## config.mk

```make
export PLATFORM = sky130hd
export DESIGN_NAME = dmacmd_regs
export DESIGN_NICKNAME = d
export VERILOG_FILES = /design/src/rtl/dmacmd_pkg.sv /design/src/rtl/dmacmd_regs.sv
export SDC_FILE = /design/constraint.sdc
export NUM_CORES = 1
export LEC_CHECK = 0
export BUFFER_PORTS_ARGS = -buffer_cell sky130_fd_sc_hd__buf_2
export CORE_MARGIN = 2
export CORE_UTILIZATION = 40
export DETAILED_ROUTE_END_ITERATION = 10
export MAX_ROUTING_LAYER = met4
export PLACE_DENSITY_LB_ADDON = 0.2
export SLEW_MARGIN = 25
export SYNTH_ARGS = -nofsm -noshare
export SYNTH_HDL_FRONTEND = slang
export SYNTH_SLANG_ARGS = --single-unit
```

## constraint.sdc

```tcl
create_clock -name clk -period 2.45 [get_ports clk]
set_input_delay 0.3675 -clock clk [delete_from_list [all_inputs] [get_ports clk]]
set_output_delay 0.3675 -clock clk [all_outputs]
set_load 0.01 [all_outputs]
```

## src/rtl/dmacmd_pkg.sv

```systemverilog
package dmacmd_pkg;

  // ---------------------------------------------------------------------------
  // geometry
  // ---------------------------------------------------------------------------
  localparam int NUM_CH = 16;
  localparam int REQ_CH = 32;
  localparam int ADDR_W = 8;
  localparam int CH_W = 5;

  // ---------------------------------------------------------------------------
  // register word addresses (byte addresses, word aligned)
  // ---------------------------------------------------------------------------
  localparam logic [7:0] ADDR_REQ_EN_MAP = 8'h0C;
  localparam logic [7:0] ADDR_ERR_EN_MAP = 8'h14;
  localparam logic [7:0] ADDR_CMD_WORD0 = 8'h18;
  localparam logic [7:0] ADDR_CMD_WORD1 = 8'h1C;
  localparam logic [7:0] ADDR_IRQ_MAP = 8'h24;
  localparam logic [7:0] ADDR_ERR_MAP = 8'h2C;
  localparam logic [7:0] ADDR_START_MAP = 8'h30;
  localparam logic [7:0] ADDR_DONE_MAP = 8'h34;

  // ---------------------------------------------------------------------------
  // command byte lanes: word0 = {errEnClr, errEnSet, reqClr, reqSet}
  // word1 = {irqClr, errClr, startSet, doneClr}
  // ---------------------------------------------------------------------------
  localparam int LANE_REQ_SET = 0;
  localparam int LANE_REQ_CLR = 1;
  localparam int LANE_EEN_SET = 2;
  localparam int LANE_EEN_CLR = 3;
  localparam int LANE_DONE_CLR = 0;
  localparam int LANE_START_SET = 1;
  localparam int LANE_ERR_CLR = 2;
  localparam int LANE_IRQ_CLR = 3;

  // ---------------------------------------------------------------------------
  // command byte fields
  // ---------------------------------------------------------------------------
  localparam int SKIP_BIT = 7;
  localparam int GLOBAL_BIT = 6;
  localparam logic [6:0] RANGE_REQ_LIMIT = 7'h20;
  localparam logic [6:0] RANGE_CH_LIMIT = 7'h10;
  localparam logic [31:0] ZERO_WORD = 32'h0000_0000;
  localparam logic [15:0] EEN_RESET = 16'h0000;

endpackage

```

## src/rtl/dmacmd_regs.sv

```systemverilog
// The register addresses and the plain strobed port are this design's own decisions.
`timescale 1ns/1ps
module dmacmd_regs (
  input wire logic clk,
  input wire logic reset_n,
  input wire logic clkEn,
  input wire logic [7:0] regAddr,
  input wire logic [31:0] regWrData,
  input wire logic regWrite,
  input wire logic regRead,
  output logic [31:0] regRdData,
  input wire logic [31:0] hwReqIn,
  input wire logic [15:0] irqSet,
  input wire logic [15:0] errSet,
  input wire logic [15:0] startClr,
  input wire logic [15:0] doneSet,
  input wire logic [31:0] reqDisable,
  output logic [31:0] reqEnableOut,
  output logic [31:0] hwReqAccepted,
  output logic [15:0] irqOut,
  output logic [15:0] errIrqOut,
  output logic groupErrIrq,
  output logic [15:0] startOut,
  output logic [15:0] doneOut
);

  // ---------------------------------------------------------------------------
  // state
  // ---------------------------------------------------------------------------
  logic [31:0] reqEn_q;
  logic [15:0] errEn_q;
  logic [15:0] irq_q;
  logic [15:0] err_q;
  logic [15:0] start_q;
  logic [15:0] done_q;
  logic [31:0] hwReqS1_q;
  logic [31:0] hwReqS2_q;
  logic [31:0] regRdData_q;
  logic [31:0] hwReqAcc_q;
  logic [15:0] errIrq_q;
  logic groupErr_q;

  // ---------------------------------------------------------------------------
  // timing summary
  // ---------------------------------------------------------------------------
  // every command lands at the edge that samples the write strobe
  // read data stand for the single cycle after the read strobe
  // error interrupt outputs trail the flags by one cycle
  // because they are registered; software polling the flags sees
  // them first, which is harmless since the outputs only ever lag
  // hardware requests pass two sync flops and one gating flop,
  // so an accepted request trails its pin by three edges
  // the clock enable freezes every flop, the read data included,
  // so a host that stalls the block sees no state move at all

  // ---------------------------------------------------------------------------
  // command decode
  // ---------------------------------------------------------------------------
  logic wrWord0;
  logic wrWord1;
  assign wrWord0 = regWrite && (regAddr == dmacmd_pkg::ADDR_CMD_WORD0);
  assign wrWord1 = regWrite && (regAddr == dmacmd_pkg::ADDR_CMD_WORD1);

  // one-hot / all mask from one command byte; reserved values act as no-op
  function automatic logic [31:0] cmdMask(input logic [7:0] b, input logic [6:0] limit);
    logic [31:0] m;
    m = dmacmd_pkg::ZERO_WORD;
    if (!b[dmacmd_pkg::SKIP_BIT]) begin
      if (b[dmacmd_pkg::GLOBAL_BIT]) begin
        m = ~dmacmd_pkg::ZERO_WORD;
      end else if (b[6:0] < limit) begin
        m[b[4:0]] = 1'b1;
      end
    end
    return m;
  endfunction

  // ---------------------------------------------------------------------------
  // command lanes
  // ---------------------------------------------------------------------------
  logic [7:0] laneReqSet;
  logic [7:0] laneReqClr;
  logic [7:0] laneEenSet;
  logic [7:0] laneEenClr;
  logic [7:0] laneDoneClr;
  logic [7:0] laneStartSet;
  logic [7:0] laneErrClr;
  logic [7:0] laneIrqClr;
  // bytes pulled out by name so the decode below reads plainly
  assign laneReqSet = regWrData[8*dmacmd_pkg::LANE_REQ_SET +: 8];
  assign laneReqClr = regWrData[8*dmacmd_pkg::LANE_REQ_CLR +: 8];
  assign laneEenSet = regWrData[8*dmacmd_pkg::LANE_EEN_SET +: 8];
  assign laneEenClr = regWrData[8*dmacmd_pkg::LANE_EEN_CLR +: 8];
  assign laneDoneClr = regWrData[8*dmacmd_pkg::LANE_DONE_CLR +: 8];
  assign laneStartSet = regWrData[8*dmacmd_pkg::LANE_START_SET +: 8];
  assign laneErrClr = regWrData[8*dmacmd_pkg::LANE_ERR_CLR +: 8];
  assign laneIrqClr = regWrData[8*dmacmd_pkg::LANE_IRQ_CLR +: 8];

  // ---------------------------------------------------------------------------
  // command masks
  // ---------------------------------------------------------------------------
  logic [31:0] reqSetM, reqClrM;
  logic [15:0] eenSetM, eenClrM, irqClrM, errClrM, startSetM, doneClrM;
  // each lane decoded independently so one word runs all its commands
  // the 32-bit mask is cut to sixteen bits on purpose for channel maps
  always_comb begin
    reqSetM = wrWord0 ? cmdMask(laneReqSet, dmacmd_pkg::RANGE_REQ_LIMIT) : dmacmd_pkg::ZERO_WORD;
    reqClrM = wrWord0 ? cmdMask(laneReqClr, dmacmd_pkg::RANGE_REQ_LIMIT) : dmacmd_pkg::ZERO_WORD;
    eenSetM = wrWord0 ? 16'(cmdMask(laneEenSet, dmacmd_pkg::RANGE_CH_LIMIT)) : 16'h0000;
    eenClrM = wrWord0 ? 16'(cmdMask(laneEenClr, dmacmd_pkg::RANGE_CH_LIMIT)) : 16'h0000;
    doneClrM = wrWord1 ? 16'(cmdMask(laneDoneClr, dmacmd_pkg::RANGE_CH_LIMIT)) : 16'h0000;
    startSetM = wrWord1 ? 16'(cmdMask(laneStartSet, dmacmd_pkg::RANGE_CH_LIMIT)) : 16'h0000;
    errClrM = wrWord1 ? 16'(cmdMask(laneErrClr, dmacmd_pkg::RANGE_CH_LIMIT)) : 16'h0000;
    irqClrM = wrWord1 ? 16'(cmdMask(laneIrqClr, dmacmd_pkg::RANGE_CH_LIMIT)) : 16'h0000;
  end

  logic wrReqMap, wrEenMap, wrIrqMap, wrErrMap;
  assign wrReqMap = regWrite && (regAddr == dmacmd_pkg::ADDR_REQ_EN_MAP);
  assign wrEenMap = regWrite && (regAddr == dmacmd_pkg::ADDR_ERR_EN_MAP);
  assign wrIrqMap = regWrite && (regAddr == dmacmd_pkg::ADDR_IRQ_MAP);
  assign wrErrMap = regWrite && (regAddr == dmacmd_pkg::ADDR_ERR_MAP);

  // write-one-to-clear views of the direct flag map writes
  logic [15:0] irqMapClr;
  logic [15:0] errMapClr;
  assign irqMapClr = wrIrqMap ? regWrData[15:0] : 16'h0000;
  assign errMapClr = wrErrMap ? regWrData[15:0] : 16'h0000;

  // ---------------------------------------------------------------------------
  // next values
  // ---------------------------------------------------------------------------
  logic [31:0] reqEn_d;
  logic [15:0] errEn_d;
  logic [15:0] irq_d;
  logic [15:0] err_d;
  logic [15:0] start_d;
  logic [15:0] done_d;

  // request enables: map write beats commands, set beats clear
  // the engine's end-of-loop disable is a clear, so a set still wins
  always_comb begin
    if (wrReqMap) begin
      reqEn_d = regWrData;
    end else begin
      reqEn_d = (reqEn_q & ~reqClrM & ~reqDisable) | reqSetM;
    end
  end

  // error-interrupt enables: only the low sixteen bits exist
  always_comb begin
    if (wrEenMap) begin
      errEn_d = regWrData[15:0];
    end else begin
      errEn_d = (errEn_q & ~eenClrM) | eenSetM;
    end
  end

  // flags: a hardware set in the clearing cycle wins, so no event is lost
  always_comb begin
    irq_d = (irq_q & ~irqClrM & ~irqMapClr) | irqSet;
    err_d = (err_q & ~errClrM & ~errMapClr) | errSet;
    start_d = (start_q & ~startClr) | startSetM;
    done_d = (done_q & ~doneClrM) | doneSet;
  end

  // ---------------------------------------------------------------------------
  // request enables
  // ---------------------------------------------------------------------------
  always_ff @(posedge clk) begin
    if (!reset_n) begin
      reqEn_q <= dmacmd_pkg::ZERO_WORD;
    end else if (clkEn) begin
      reqEn_q <= reqEn_d;
    end
  end

  // ---------------------------------------------------------------------------
  // error-interrupt enables
  // ---------------------------------------------------------------------------
  // reset to zero so no error interrupt fires before software asks
  always_ff @(posedge clk) begin
    if (!reset_n) begin
      errEn_q <= dmacmd_pkg::EEN_RESET;
    end else if (clkEn) begin
      errEn_q <= errEn_d;
    end
  end

  // ---------------------------------------------------------------------------
  // interrupt and error flags
  // ---------------------------------------------------------------------------
  always_ff @(posedge clk) begin
    if (!reset_n) begin
      irq_q <= 16'h0000;
      err_q <= 16'h0000;
    end else if (clkEn) begin
      irq_q <= irq_d;
      err_q <= err_d;
    end
  end

  // ---------------------------------------------------------------------------
  // start and done bits
  // ---------------------------------------------------------------------------
  // these mirror descriptor bits; the engine owns the other direction
  always_ff @(posedge clk) begin
    if (!reset_n) begin
      start_q <= 16'h0000;
      done_q <= 16'h0000;
    end else if (clkEn) begin
      start_q <= start_d;
      done_q <= done_d;
    end
  end

  // ---------------------------------------------------------------------------
  // request pins: two-flop synchroniser, then gate with the enable
  // ---------------------------------------------------------------------------
  always_ff @(posedge clk) begin
    if (!reset_n) begin
      hwReqS1_q <= dmacmd_pkg::ZERO_WORD;
      hwReqS2_q <= dmacmd_pkg::ZERO_WORD;
      hwReqAcc_q <= dmacmd_pkg::ZERO_WORD;
    end else if (clkEn) begin
      hwReqS1_q <= hwReqIn;
      hwReqS2_q <= hwReqS1_q;
      hwReqAcc_q <= hwReqS2_q & reqEn_q;
    end
  end

  // ---------------------------------------------------------------------------
  // error interrupts, registered so outputs come from flops
  // ---------------------------------------------------------------------------
  logic [15:0] errTerm;
  // one gated term per channel; costs a cycle of lag, keeps outputs glitch free
  for (genvar ch = 0; ch < dmacmd_pkg::NUM_CH; ch++) begin : g_errTerm
    assign errTerm[ch] = err_q[ch] & errEn_q[ch];
  end

  always_ff @(posedge clk) begin
    if (!reset_n) begin
      errIrq_q <= 16'h0000;
      groupErr_q <= 1'b0;
    end else if (clkEn) begin
      errIrq_q <= errTerm;
      groupErr_q <= |errTerm;
    end
  end

  // ---------------------------------------------------------------------------
  // read port: data one cycle after the strobe, unmapped reads zero
  // ---------------------------------------------------------------------------
  always_ff @(posedge clk) begin
    if (!reset_n) begin
      regRdData_q <= dmacmd_pkg::ZERO_WORD;
    end else if (clkEn) begin
      regRdData_q <= dmacmd_pkg::ZERO_WORD;
      if (regRead) begin
        unique case (regAddr)
          dmacmd_pkg::ADDR_REQ_EN_MAP: regRdData_q <= reqEn_q;
          dmacmd_pkg::ADDR_ERR_EN_MAP: regRdData_q <= {16'h0000, errEn_q};
          dmacmd_pkg::ADDR_IRQ_MAP: regRdData_q <= {16'h0000, irq_q};
          dmacmd_pkg::ADDR_ERR_MAP: regRdData_q <= {16'h0000, err_q};
          dmacmd_pkg::ADDR_START_MAP: regRdData_q <= {16'h0000, start_q};
          dmacmd_pkg::ADDR_DONE_MAP: regRdData_q <= {16'h0000, done_q};
          default: regRdData_q <= dmacmd_pkg::ZERO_WORD;
        endcase
      end
    end
  end

  assign regRdData = regRdData_q;
  assign reqEnableOut = reqEn_q;
  assign hwReqAccepted = hwReqAcc_q;
  assign irqOut = irq_q;
  assign errIrqOut = errIrq_q;
  assign groupErrIrq = groupErr_q;
  assign startOut = start_q;
  assign doneOut = done_q;

endmodule

```

Yosys cells after proc, flatten, opt, wreduce, memory -nomap -nowiden
Index checks and enable logic that the tools add are counted.
{"block": "totals", "ff_bits": 257, "latchBits": 0, "mem_bits_rw": 0, "rom_bits": 0, "input_bits": 173, "out_inout_bits": 161, "elab_cells": 126, "mem_count": 0}
{"block": "op_classes", "n_addsub": 0, "mul": 0, "n_div": 0, "n_lt_le_gt_ge": 14, "eq_ne": 8, "shift": 0, "mux": 40, "bitwise_logic": 41, "n_reduce_logical": 11}
{"op": "$mux 16", "n": 21}
{"op": "$mux 32", "n": 10}
{"op": "$pmux 32 s6", "n": 1}
{"op": "$and 16x16->16", "n": 7}
{"op": "$not 16->16", "n": 7}
{"op": "$and 32x32->32", "n": 3}
{"op": "$or 16x16->16", "n": 5}
{"op": "$not 32->32", "n": 2}
{"op": "$eq 8x6->1 const B", "n": 4}
{"op": "$or 32x32->32", "n": 1}
{"op": "$lt 7x5->1 const B", "n": 4}
{"op": "$eq 8x5->1 const B", "n": 3}
{"op": "$lt 5x6->1 const B", "n": 4}
{"op": "$demux 1 s5", "n": 4}
{"op": "$ge 5x1->1 const B", "n": 4}
{"op": "$and 1x1->1", "n": 16}
{"op": "$reduce_or 16->1", "n": 1}
{"op": "$lt 7x6->1 const B", "n": 2}
{"op": "$logic_and 1x1->1", "n": 10}
{"op": "$eq 8x4->1 const B", "n": 1}
{"op": "$mux 1", "n": 4}

Depth between registers and ports, before layout
{"block": "logic_depth", "ltp_word": 13, "depth_mapped": 8, "depth_no_buf": 4}

Worst setup path after synthesis
Ideal clock, no wire load.
{"block": "synth_path", "path_kind": "input to register", "startpoint": "input regAddr[7]", "endpoint": "register errEn_q[7]", "setup_ns": 0.122, "arrival_ns": 1.912, "t_required_ns": 2.328, "path_slack_ns": 0.416, "stages": 7, "path_buffers": 3, "path_cell_list": "or3b_1 -> buf_6 -> or4_1 -> clkbuf_1 -> buf_2 -> o21ai_0 -> a21oi_1"}
{"block": "synth_between", "elab_chain_len": 7, "elab_cells_between_ends": 10, "classes_between": "2 x eq/ne; 3 x mux; 3 x bitwise; 2 x reduce/logical"}
{"item": "start: declaration", "line": "dmacmd_regs.sv:7", "source": "input wire logic [7:0] regAddr,"}
{"item": "$eq 8x5->1", "line": "dmacmd_regs.sv:61", "source": "assign wrWord0 = regWrite && (regAddr == dmacmd_pkg::ADDR_CMD_WORD0);"}
{"item": "$logic_and 1x1->1", "line": "dmacmd_regs.sv:61"}
{"item": "$mux 16", "line": "dmacmd_regs.sv:110", "source": "eenClrM = wrWord0 ? 16'(cmdMask(laneEenClr, dmacmd_pkg::RANGE_CH_LIMIT)) : 16'h0000;"}
{"item": "$not 16->16", "line": "dmacmd_regs.sv:154", "source": "errEn_d = (errEn_q & ~eenClrM) | eenSetM;"}
{"item": "$and 16x16->16", "line": "dmacmd_regs.sv:154"}
{"item": "$or 16x16->16", "line": "dmacmd_regs.sv:154"}
{"item": "$mux 16 *", "line": "dmacmd_regs.sv:151", "source": "if (wrEenMap) begin"}
{"item": "end signal: assignment", "line": "dmacmd_regs.sv:183", "source": "errEn_q <= dmacmd_pkg::EEN_RESET;"}
{"item": "end signal: assignment", "line": "dmacmd_regs.sv:185", "source": "errEn_q <= errEn_d;"}
{"item": "end: declaration", "line": "dmacmd_regs.sv:31", "source": "logic [15:0] errEn_q;"}
Every way passes the cells marked *; elsewhere a longest branch is shown, timed or not.
A chain may end at the register's enable or synchronous reset.

Worst setup path in the final report
{"block": "layout_path", "startpoint": "input regAddr[7]", "endpoint": "register reqEn_q[13], in the netlist reqEnableOut[13]"}
{"block": "layout_between", "elab_chain_len": 8, "elab_cells_between_ends": 11, "classes_between": "2 x eq/ne; 3 x mux; 4 x bitwise; 2 x reduce/logical"}
{"item": "$eq 8x5->1", "line": "dmacmd_regs.sv:61"}
{"item": "$logic_and 1x1->1", "line": "dmacmd_regs.sv:61"}
{"item": "$mux 32", "line": "dmacmd_regs.sv:108", "source": "reqClrM = wrWord0 ? cmdMask(laneReqClr, dmacmd_pkg::RANGE_REQ_LIMIT) : dmacmd_pkg::ZERO_WORD;"}
{"item": "$not 32->32", "line": "dmacmd_regs.sv:145", "source": "reqEn_d = (reqEn_q & ~reqClrM & ~reqDisable) | reqSetM;"}
{"item": "$and 32x32->32 (2 in a row)", "line": "dmacmd_regs.sv:145"}
{"item": "$or 32x32->32", "line": "dmacmd_regs.sv:145"}
{"item": "$mux 32 *", "line": "dmacmd_regs.sv:142", "source": "if (wrReqMap) begin"}
{"item": "end signal: assignment", "line": "dmacmd_regs.sv:171", "source": "reqEn_q <= dmacmd_pkg::ZERO_WORD;"}
{"item": "end signal: assignment", "line": "dmacmd_regs.sv:173", "source": "reqEn_q <= reqEn_d;"}
{"item": "end: declaration", "line": "dmacmd_regs.sv:30", "source": "logic [31:0] reqEn_q;"}
Marked as above.

==> impl_metrics.toml <==
[logic_synthesis]
ys_warn_count = 0
synthDistinctLibCells = 59
synthFlopType = "dfxtp_1"
synth_edf_count = 0
ys_seq_elements = 257
ys_seq_area_share_pct = 39.7
synth_area_per_cell_um2 = 9.03
async_flop_share_pct = 0
syn_inst = 1435
synth_nets = 1608
netlist_area_um2 = 13000

[sta]
max_freq_mhz = 576
maxSlewViolCount = 0
min_period_ns = 1.74
hold_slack_ns = 0.0121
tightest_slew_ns = 0.829
finalSetupTns_ns = 0
skew_ns = 0.0144
rsz0062_at_grt = "no"
hold_viol = 0
setup_violations = 0
slew_headroom_pct = 44.7
min_period_over_period_pct = 70.9

[global_routing]
grt_first_pass_wirelength_um = 76900
first_global_vias = 12300
grt_use_met1_pct = 38.3
antenna_found_initial = 23
met3_usage_pct = 9.15
grt_usage_pct = 30.7
grt_start_max_net_pins = 87
top_usage_layer = "met2"
gr-total-overflow = 0
grt_use_met2_pct = 46.6

[layout]
layout-drive-gt1-share_pct = 29.7
syn_to_final_growth_pct = 24.6
fillers = 3137
final_nets = 1900
layout_commonest_cell = "buf_2"
layout_common_cells = "buf_2, dfxtp_1, nor2b_1, nand2_1, a21oi_1"

[floorplanning]
pin_count = 334
die_area_um2 = 33800
fp.dieW_um = 184
die-height_um = 184
core-area_um2 = 31700
fp-row-count = 65
initial_core_util_pct = 40.8

[hold_path]
hold_start = "irqSet[15]"
hold_path.class = "input port to flop"

[clock_tree]
cts_made_buffers = 29
cts_tree = "built"
clk_latency_ns = 0.56
cts_root_buf = "clkbuf_16"
cts_buffer_depth = 3
cts_resized = 0
clk_pin_slew_ns = 0.06
cts_sinks = 257
htreeDepth = 1

[run_status]
outcome = "completed"

[worst_setup_path]
r2r-start = "errEn_q[15]"
critPathArrivalTime_ns = 2.18
cp_max_fo = 32
cp-start-kind = "input port"
cp-end-kind = "flop"
worstSetupPathType = "input port to flop"
crit_required_ns = 2.89
cp-startpoint = "regAddr[7]"

[route]
drt_pre_antenna_iters = 6
antenna_left = 0
drt_iter0_markers = 1437
vias = 13100
routed_wirelength_um = 52500
drc = 0
avgRoutedWirePerCell_um = 24.2
avgViaCountPerCell = 6.03

[flow_run]
max_cap_viol_count = 0

[power]
ir_drop_v = 0.000670
p_leak_nw = 6.79
total_power_mw = 10.3
p_per_area_nw_per_um2 = 635

[placed_design]
portBuffers = 333
dp_hpwl_um = 38300
place_congestion = 1.01
stage by stage:
step	area (µm²)	cells	setup WS [ns]	utilization (%)
CTS	16100	2148	0.734	50.7
finish	16100	2172	0.713	50.9
detailed placement	15100	2096	0.151	47.7
global route	16100	2172	0.641	50.9
global placement	15100	2096	0.204	47.7
floorplan	13000	1435	0.416	-
flip-flops by register name (all words and copies together), names as in the netlist:
| name | flops |
|---|---|
| doneOut | 16 |
| errEn_q | 16 |
| errIrqOut | 16 |
| err_q | 16 |
| groupErrIrq | 1 |
| hwReqAccepted | 32 |
| hwReqS1_q | 32 |
| hwReqS2_q | 32 |
| irqOut | 16 |
| regRdData | 32 |
| reqEnableOut | 32 |
| startOut | 16 |
synthesized netlist by cell type, types with 3 or more instances:
cell,number,share of area (%)
nor4_4,5,0.82
a22oi_2,6,0.58
nor3_1,3,0.12
nand2_1,123,3.6
a31o_2,4,0.27
a22o_1,11,0.74
a31oi_1,4,0.19
a22oi_1,64,3.7
a21boi_0,47,2.7
a2bb2oi_1,12,0.81
nor4_1,4,0.19
buf_2,22,0.85
nand3_1,65,2.5
a32oi_1,4,0.27
mux2_2,42,3.7
dfxtp_1,257,40
a21oi_1,114,4.4
nor3b_1,3,0.17
nand2b_1,6,0.29
o21ai_0,71,2.7
buf_6,6,0.52
nor2b_1,126,6.1
a21o_1,72,4.2
a221oi_1,29,2.0
clkbuf_1,94,2.7
or3_1,3,0.14
o21ai_1,18,0.70
or4_1,3,0.17
nor4b_1,10,0.68
buf_1,15,0.43
nor4bb_1,8,0.62
o41ai_1,16,1.1
a32o_1,28,2.2
mux2i_1,70,5.4
inv_1,3,0.087
o221ai_1,32,2.2
nor2_1,6,0.17
nor3_2,3,0.23
routing by layer:
layer / routed length [µm] / part of all wire (%) / up-vias
met5: 0 / 0 / -
met4: 2200 / 4.2 / 0
met3: 5750 / 11 / 148
met2: 23300 / 44 / 774
met1: 21200 / 40 / 6174
li1: - / - / 6002
cell type report:
type | count | area (µm²) | share of cell area (%)
antenna | 23 | 57.6 | 0.357
clock buffer | 39 | 823 | 5.10
clock inverter | 12 | 119 | 0.736
inverter | 3 | 11.3 | 0.0698
multi-input combinational | 1036 | 7200 | 44.6
sequential | 257 | 5140 | 31.9
tap | 402 | 503 | 3.12
timing repair buffer | 400 | 2280 | 14.1
cells by family after synthesis:
family | share of synthesized area [%]
AND/OR/NAND/NOR | 17.2
AO/OA/AOI/OAI | 29.2
multiplexers | 9.06
flip-flops | 39.7
buffers and inverters | 4.79
worst max-delay path, stage by stage:
cell     delay [ns]
buf_2          0.12
or3b_1         0.52
or4_4          0.76
o21ai_0        0.30
a21oi_1        0.10
path summary, 6_finish.rpt:
| kind | to | cells after the start | slack (ns) |
|---|---|---|---|
| min | irqOut[15] | 3 | 0.01 |
| max reg2reg | groupErrIrq | 4 | 0.92 |
| max | reqEnableOut[13] | 5 | 0.71 |
| min reg2reg | hwReqAccepted[0] | 2 | 0.47 |
report_power, final:
| part | leakage [nW] | switching (mW) | internal, mW | total [mW] |
|---|---|---|---|---|
| Sequential | 2.10 | 0.219 | 4.35 | 4.57 |
| Combinational | 4.23 | 0.749 | 0.571 | 1.32 |
| Clock | 0.466 | 1.82 | 2.55 | 4.37 |
| Total | 6.79 | 2.79 | 7.47 | 10.3 |
repair_timing:
item | CTS | global route
endpoints found under the hold margin | 1 | 1
setup buffers | 0 | 0
hold buffers | 1 | 1
(Power assumes the default switching activity.)
